[config.mk]
export PLATFORM = sky130hd
export DESIGN_NAME = pado_converter_flat
export DESIGN_NICKNAME = d
export VERILOG_FILES = /design/src/pado_pkg.sv /design/src/pado_link_if.sv /design/src/pado_stage_delay.sv /design/src/pado_converter.sv /design/src/flat_wrapper.sv
export SDC_FILE = /design/constraint.sdc
export NUM_CORES = 1
export LEC_CHECK = 0
export BUFFER_PORTS_ARGS = -buffer_cell sky130_fd_sc_hd__buf_2
export CORE_AREA = 2 2 92 94
export CTS_CLUSTER_SIZE = 28
export DETAILED_ROUTE_END_ITERATION = 7
export DIE_AREA = 0 0 94 96
export PLACE_DENSITY = 0.66
export SLEW_MARGIN = 0
export SYNTH_ARGS = -nofsm -noshare
export SYNTH_HDL_FRONTEND = slang
export SYNTH_SLANG_ARGS = --single-unit
[constraint.sdc]
create_clock -name clk_sys -period 6.2 [get_ports clk_sys]
set_input_delay 0.93 -clock clk_sys [delete_from_list [all_inputs] [get_ports clk_sys]]
set_output_delay 0.93 -clock clk_sys [all_outputs]
set_load 0.1 [all_outputs]
[src/pado_pkg.sv]
package pado_pkg;
   // =========================================
   // Widths
   localparam int STAGE_COUNT = 9;
   localparam int STAGE_BITS = 2;
   localparam int WORD_BITS = 10;
   localparam int RAW_BITS = STAGE_COUNT * STAGE_BITS;
   // =========================================
   // Timing counts, in sample-clock cycles
   localparam int LATENCY_CYCLES = 7;
   localparam int INIT_CYCLES = 20;
   // =========================================
   // Clock figures
   localparam int CLK_PERIOD_NS = 20;
   localparam int MIN_RATE_KSPS = 1000;
   localparam int MAX_PERIOD_NS = 1000000 / MIN_RATE_KSPS;
   // =========================================
   // Output format codes
   typedef enum logic {
      PADO_FMT_OFFSET,
      PADO_FMT_TWOS
   } pado_format_type;
   localparam logic FMT_SELECT_RESET = 1'b0;
endpackage

[src/pado_link_if.sv]
`timescale 1ns/10ps
`default_nettype none
// Parallel output bus between converter and capturing logic
interface pado_link_if;
   logic [pado_pkg::WORD_BITS-1:0] dataOut;
   logic [pado_pkg::WORD_BITS-1:0] dataOe;
   logic outputEnable_b;
   logic outputFormatSelect;
   logic dataValid;
   modport converter (
      output dataOut,
      output dataOe,
      output dataValid,
      input outputEnable_b,
      input outputFormatSelect
   );
   modport capture (
      input dataOut,
      input dataOe,
      input dataValid,
      output outputEnable_b,
      output outputFormatSelect
   );
endinterface
`default_nettype wire

[src/pado_stage_delay.sv]
`timescale 1ns/10ps
`default_nettype none
// Shift register delaying one stage's two-bit decision by DEPTH cycles
module pado_stage_delay #(
   parameter int WIDTH = 2,
   parameter int DEPTH = 1
) (
   // Clock and reset
   input wire logic clk_sys,
   input wire logic rst_b,
   // Data
   input wire logic [WIDTH-1:0] din,
   output logic [WIDTH-1:0] dout
);
   logic [DEPTH:0][WIDTH-1:0] pipe_r;
   logic [DEPTH:0][WIDTH-1:0] pipe_nxt;

   // =========================================
   // Delay line
   // Next values: shift by one each edge
   always_comb begin
      pipe_nxt = pipe_r;
      pipe_nxt[0] = din;
      for (int i = 1; i <= DEPTH; i++) begin
         pipe_nxt[i] = pipe_r[i-1];
      end
   end

   // Register only
   always_ff @(posedge clk_sys or negedge rst_b) begin
      if (!rst_b) begin
         pipe_r <= '0;
      end else begin
         pipe_r <= pipe_nxt;
      end
   end

   // A zero-depth stage must never index below the pipe, so split here
   if (DEPTH == 0) begin : g_wire
      assign dout = din;
   end else begin : g_pipe
      assign dout = pipe_r[DEPTH-1];
   end
endmodule
`default_nettype wire

[src/pado_converter.sv]
`timescale 1ns/10ps
`default_nettype none
// Behaviour
// - Word appears eighth clock after sampling.
// - One new word every cycle afterwards.
// - Output passes two-stage latch to pins.
// - Format high inverts MSB: two's complement.
// - Enable_b high tristates, low drives outputs.
// - First twenty cycles give invalid data.
// - Clock source keeps rate above minimum.
// - Clock source keeps near-even duty, low jitter.
// - Two non-overlapping phases, sample then hold.
// - Adjacent stages run in opposite phase.
// - Delay line aligns nine two-bit stage results.
// - Supplementary bits correct stage errors on merge.
// - Sample taken on sample clock falling edge.
module pado_converter (
   // Clock and reset
   input wire logic clk_sys,
   input wire logic rst_b,
   // Stage decisions from the analog core, stage 0 first
   input wire logic [pado_pkg::RAW_BITS-1:0] stageCode,
   // Output bus
   pado_link_if.converter link,
   // Internal phase clocks, for the analog switches
   output logic phaseSample,
   output logic phaseHold,
   output logic [pado_pkg::STAGE_COUNT-1:0] stagePhase
);
   localparam int N = pado_pkg::STAGE_COUNT;
   localparam int B = pado_pkg::STAGE_BITS;
   localparam int W = pado_pkg::WORD_BITS;
   // Stage k decides k half-cycles after sampling, i.e. at full cycle k/2;
   // aligning adds the remaining depth so all meet at the last stage.
   localparam int ALIGN_TOP = (N - 1) / 2;
   // Cycles left after correction and the two output latches
   // Alignment four, correction one, padding one, latches two: eight edges in all
   localparam int TAIL = pado_pkg::LATENCY_CYCLES - ALIGN_TOP - 3;
   localparam int VALID_CYCLES = pado_pkg::INIT_CYCLES + pado_pkg::LATENCY_CYCLES;

   logic [N-1:0][B-1:0] aligned;
   logic [W-1:0] merged;
   logic [W-1:0] corr_r, corr_nxt;
   logic [TAIL:0][W-1:0] tail_r, tail_nxt;
   logic [W-1:0] latchA_r, latchA_nxt;
   logic [W-1:0] latchB_r, latchB_nxt;
   logic fmtSync1_r, fmtSync2_r;
   logic fmtSync1_nxt, fmtSync2_nxt;
   logic oeSync1_r, oeSync2_r;
   logic oeSync1_nxt, oeSync2_nxt;
   logic [5:0] warm_r, warm_nxt;
   logic valid_r, valid_nxt;
   logic phaseHigh_r;
   logic phaseHigh_nxt;
   logic phaseLow_r;
   logic phaseLow_nxt;

   // =========================================
   // Phase generation
   // Sample phase on high half; falling edge ends it and takes the sample
   // Enables set once and stay set while the clock runs
   always_comb begin
      phaseHigh_nxt = 1'b1;
      phaseLow_nxt = 1'b1;
   end
   always_ff @(posedge clk_sys or negedge rst_b) begin
      if (!rst_b) begin
         phaseHigh_r <= 1'b0;
      end else begin
         phaseHigh_r <= phaseHigh_nxt;
      end
   end
   always_ff @(negedge clk_sys or negedge rst_b) begin
      if (!rst_b) begin
         phaseLow_r <= 1'b0;
      end else begin
         phaseLow_r <= phaseLow_nxt;
      end
   end
   // Gating with both enables keeps the phases apart through reset
   // Gating is safe: these feed analog switches, never flops
   assign phaseSample = clk_sys & phaseHigh_r & phaseLow_r;
   assign phaseHold = ~clk_sys & phaseHigh_r & phaseLow_r;
   // Even stages on sample phase, odd stages on hold phase
   always_comb begin
      for (int k = 0; k < N; k++) begin
         stagePhase[k] = (k % 2 == 0) ? phaseSample : phaseHold;
      end
   end

   // =========================================
   // Stage alignment
   // Each stage delayed so the nine decisions form one eighteen-bit word
   // The last stage needs no delay and passes straight through
   for (genvar k = 0; k < N; k++) begin : g_align
      pado_stage_delay #(
         .WIDTH(B),
         .DEPTH(ALIGN_TOP - k / 2)
      ) u_delay (
         .clk_sys(clk_sys),
         .rst_b(rst_b),
         .din(stageCode[k*B +: B]),
         .dout(aligned[k])
      );
   end

   // =========================================
   // Error correction
   // Overlap-add: each stage's supplementary bit carries into the
   // bit above, so a decision one step off is absorbed downstream.
   always_comb begin
      logic [W:0] acc;
      acc = '0;
      for (int k = 0; k < N; k++) begin
         acc = acc + ((W+1)'(aligned[k]) << (N - 1 - k));
      end
      // Overflow saturates to full scale rather than wrapping
      // Limitation: a stuck stage saturates silently, nothing flags it
      merged = acc[W] ? {W{1'b1}} : acc[W-1:0];
   end

   // =========================================
   // Output pipeline
   // Correction register, padding to fixed latency, then two latches
   // Second latch holds each word a full cycle for the capturing side
   always_comb begin
      corr_nxt = merged;
      tail_nxt = tail_r;
      tail_nxt[0] = corr_r;
      for (int i = 1; i <= TAIL; i++) begin
         tail_nxt[i] = tail_r[i-1];
      end
      latchA_nxt = tail_r[TAIL];
      // Format applied at the second latch; MSB flip gives two's complement
      latchB_nxt = latchA_r;
      if (fmtSync2_r == pado_pkg::PADO_FMT_TWOS) begin
         latchB_nxt[W-1] = ~latchA_r[W-1];
      end
   end
   always_ff @(posedge clk_sys or negedge rst_b) begin
      if (!rst_b) begin
         corr_r <= '0;
         tail_r <= '0;
         latchA_r <= '0;
         latchB_r <= '0;
      end else begin
         corr_r <= corr_nxt;
         tail_r <= tail_nxt;
         latchA_r <= latchA_nxt;
         latchB_r <= latchB_nxt;
      end
   end

   // =========================================
   // Pin synchronisers
   // Format and enable pins come from outside; two flops each
   // Trade-off: a format change lands a few edges after the pin moves
   always_comb begin
      fmtSync1_nxt = link.outputFormatSelect;
      fmtSync2_nxt = fmtSync1_r;
      oeSync1_nxt = link.outputEnable_b;
      oeSync2_nxt = oeSync1_r;
   end
   // Reset leaves the outputs floating so a shared bus sees no fight
   always_ff @(posedge clk_sys or negedge rst_b) begin
      if (!rst_b) begin
         fmtSync1_r <= pado_pkg::FMT_SELECT_RESET;
         fmtSync2_r <= pado_pkg::FMT_SELECT_RESET;
         oeSync1_r <= 1'b1;
         oeSync2_r <= 1'b1;
      end else begin
         fmtSync1_r <= fmtSync1_nxt;
         fmtSync2_r <= fmtSync2_nxt;
         oeSync1_r <= oeSync1_nxt;
         oeSync2_r <= oeSync2_nxt;
      end
   end

   // =========================================
   // Power-up warm-up and valid flag
   // Counter saturates; pipeline holds junk until it does
   // One count covers both init and latency, so no second timer
   // Valid is registered so it moves on the same edge as the word
   always_comb begin
      warm_nxt = warm_r;
      if (warm_r != 6'(VALID_CYCLES)) begin
         warm_nxt = warm_r + 6'h01;
      end
      valid_nxt = (warm_nxt == 6'(VALID_CYCLES));
   end
   always_ff @(posedge clk_sys or negedge rst_b) begin
      if (!rst_b) begin
         warm_r <= 6'h00;
         valid_r <= 1'b0;
      end else begin
         warm_r <= warm_nxt;
         valid_r <= valid_nxt;
      end
   end

   // =========================================
   // Pin drive
   // Enable lags the pin by the sync flops; the word stream never stops
   assign link.dataOut = latchB_r;
   assign link.dataOe = {W{~oeSync2_r}};
   assign link.dataValid = valid_r;
endmodule
`default_nettype wire

[src/flat_wrapper.sv]
// flat-port wrapper written by rule: the top's interface ports become plain ports
module pado_converter_flat 
  (clk_sys, rst_b, stageCode, phaseSample, phaseHold, stagePhase, link_dataOut, link_dataOe, link_dataValid, link_outputEnable_b, link_outputFormatSelect);
  pado_link_if link_i ();
  input wire logic clk_sys;
  input wire logic rst_b;
  input wire logic [pado_pkg::RAW_BITS-1:0] stageCode;
  output logic phaseSample;
  output logic phaseHold;
  output logic [pado_pkg::STAGE_COUNT-1:0] stagePhase;
  output wire logic [$bits(link_i.dataOut)-1:0] link_dataOut;
  output wire logic [$bits(link_i.dataOe)-1:0] link_dataOe;
  output wire logic [$bits(link_i.dataValid)-1:0] link_dataValid;
  input wire logic [$bits(link_i.outputEnable_b)-1:0] link_outputEnable_b;
  input wire logic [$bits(link_i.outputFormatSelect)-1:0] link_outputFormatSelect;
  assign link_dataOut = link_i.dataOut;
  assign link_dataOe = link_i.dataOe;
  assign link_dataValid = link_i.dataValid;
  assign link_i.outputEnable_b = link_outputEnable_b;
  assign link_i.outputFormatSelect = link_outputFormatSelect;
  pado_converter u_core (.clk_sys(clk_sys), .rst_b(rst_b), .stageCode(stageCode), .link(link_i), .phaseSample(phaseSample), .phaseHold(phaseHold), .stagePhase(stagePhase));
endmodule
==> metrics.md <==
| Metric | Value |
|---|---|
| RSZ-0062 raised after global routing | `no` |
| CTS tree | `built` |
| Synth top area cells | `dfrtp_1 72%, buf_4 4.3%, ha_1 3.6%` |
| Die H | `96 µm` |
| Largest net degree at the start of global routing | `65` |
| Arrival @ worst endpoint | `4.81 ns` |
| Post-Syn Area | `0.00311 mm²` |
| Yosys reg bits | `93` |
| ANT nets after route | `0` |
| First-pass GRT wire length | `6960 µm` |
| Top Layer Used | `met4` |
| Syn Inst Count | `205` |
| Hold Vio Cnt, Final | `0` |
| Die X | `94 µm` |
| Register area share after synthesis | `75.0%` |
| GRT Residual Overflow | `0` |
| # setup viols final | `0` |
| Async set-reset flop share out of synthesis | `100%` |
| Critical Path RT | `5.27 ns` |
| Total global-route track usage | `10.9%` |
| Clock Latency Late Sink | `0.45 ns` |
| Fraction of layout cells with a size suffix above 1 | `33.5%` |
| Syn Area/Cell | `15.2 µm²` |
| Cell Rows | `33` |
| Crit start category | `flop` |
| Top-area cell type share of the netlist area | `72.5%` |
| Count leader, synth | `dfrtp_1` |
| Synth-to-layout area growth | `22.6%` |
| WHS | `0.346 ns` |
| Max Slew Vio Count | `0` |
| Post-synth top cells | `90 x dfrtp_1, 18 x buf_4, 10 x nand2_1, 9 x ha_1` |
| Drt drc | `0` |
| Vias per std cell | `4.35` |
| Post-synth EDFFs | `0` |
| Nets | `297` |
| Num ports | `54` |
| Synth Flop Type | `dfrtp_1` |
| Post-DP HPWL | `2550 µm` |
| Die area | `0.00902 mm²` |
| Setup tns final | `0 ns` |
| Final wirelength | `4100 µm` |
| Max IR drop VDD | `162 µV` |
| Post-CTS sizing | `0` |
| First drt pass iteration count | `4` |
| CP max FO | `3` |
| Routed length on met3 | `321 µm` |
| Synth warn | `0` |
| Synth area leader | `dfrtp_1` |
| M1 WL | `1670 µm` |
| Antenna diodes | `0` |
| Static leakage | `1.78 nW` |
| Vias post-DR | `1641` |
| Met2 WL | `2000 µm` |
| CTS Hold Bufs | `0` |
| Final GP Congestion | `0.728` |
| Worst Clk Skew | `0.00718 ns` |
| Vias in the first global route | `1673` |
| Routed wire per std cell | `10.9 µm` |
| PwrDens | `432 mW/mm²` |
| Port Buffer Count | `53` |
| HP Class | `reg -> reg` |
| Initial antenna violation count | `0` |
| Crit Path Class | `reg -> out` |
| Max transition margin | `50.6%` |
| Synth unique cells | `41` |
| Tightest Pin Transition | `0.741 ns` |
| Fillers | `726` |
| CTS clk-pin slew, worst paths | `0.09 ns` |
| Initial DRC count | `78` |
| Initial cell density of the core | `38.6%` |
| Max-Cap Viols | `0` |
| Worst setup EP type | `output pin` |
| Core box area | `0.00805 mm²` |
| Post-CTS Setup Inserts | `0` |
| Status | `finished, final reports clean` |
[worst paths after layout]
check	from	end	slack, ns	depth (start not counted)
worst min register to register	u_core.g_align[1].u_delay.pipe_nxt[3]	u_core.g_align[1].u_delay.pipe_nxt[5]	0.35	0
worst max register to register	u_core.g_align[3].u_delay.dout[0]	u_core.corr_r[5]	4.09	6
max in group asynchronous	rst_b	u_core.phaseLow_r	2.54	1
worst max-delay path	u_core.phaseLow_r	stagePhase[2]	0.46	4
worst min-delay path	u_core.g_align[1].u_delay.pipe_nxt[3]	u_core.g_align[1].u_delay.pipe_nxt[5]	0.35	0
min in group asynchronous	rst_b	u_core.link.dataOut[2]	0.38	1
[power breakdown]
part / switching [mW] / total [mW] / leakage, nW / internal (mW)
Sequential: 0.0139 / 0.676 / 1.05 / 0.662
Clock: 0.396 / 0.786 / 0.281 / 0.391
Combinational: 0.149 / 0.183 / 0.456 / 0.0344
Total: 0.558 / 1.65 / 1.78 / 1.09
[flip-flops by register name (all words and copies together) (netlist names)]
signal                           cells
u_core.fmtSync1_r                    1
u_core.oeSync1_r                     1
u_core.link.dataOut                 10
u_core.latchA_nxt                   10
u_core.warm_r                        6
u_core.oeSync2_r                     1
u_core.g_align.u_delay.dout         16
u_core.fmtSync2_r                    1
u_core.link.dataValid                1
u_core.g_align.u_delay.pipe_nxt     24
u_core.phaseHigh_r                   1
u_core.latchA_r                     10
u_core.corr_r                       10
u_core.phaseLow_r                    1
[through the flow]
stage	instances	setup WS (ns)	cell area [µm²]	utilization (%)	total power [mW]
after floorplan	206	0.435	3110	-	1.02
after global placement	345	1.14	3380	41.9	1.05
after detailed placement	345	1.14	3380	41.9	1.05
after CTS	377	0.421	3810	47.3	1.68
after global routing	377	0.371	3810	47.3	1.73
final	377	0.461	3810	47.3	1.65
[metal layers]
layer | vias up | track usage [%]
met5 | - | 0
met1 | 777 | 10.3
met3 | 9 | 7.67
li1 | 789 | -
met2 | 66 | 16.1
met4 | 0 | 8.94
[critical path, stage by stage, from the launching register on]
cell	delay, ns
dfrtn_1	0.42
and3_1	0.17
clkbuf_8	0.13
clkbuf_8	0.11
buf_2	0.42
[logic make-up (layout without fill, tap and decap cells)]
family                   Yosys count  after routing  share of synthesized area, %
AO/OA/AOI/OAI                     27             27                          6.40
XOR/XNOR                           7              7                          1.97
adder cells (fa/ha/maj)           10             10                          4.27
buffers and inverters             26             92                          5.32
flip-flops                        93             93                          75.0
multiplexers                       1              1                         0.362
other                              1              2                         0.121
AND/OR/NAND/NOR                   40             40                          6.57
[final cells by class]
cell class | instances | area (µm²) | area share [%]
clock buffer | 36 | 389 | 10.2
clock inverter | 7 | 96.3 | 2.53
inverter | 6 | 22.5 | 0.592
multi-input combinational | 87 | 618 | 16.2
sequential | 93 | 2330 | 61.2
tap | 105 | 131 | 3.45
timing repair buffer | 43 | 220 | 5.78
[cells in the final DEF (no fill, tap or decap), drive strengths merged, types with 5 or more instances in the layout]
| master | count |
|---|---|
| nand2 | 10 |
| ha | 9 |
| buf | 54 |
| nor3 | 5 |
| a21oi | 7 |
| nand2b | 5 |
| inv | 8 |
| o21ai | 6 |
| dfrtp | 90 |
| clkbuf | 25 |
| nor2 | 7 |
Power figures use the tool's default switching activity.
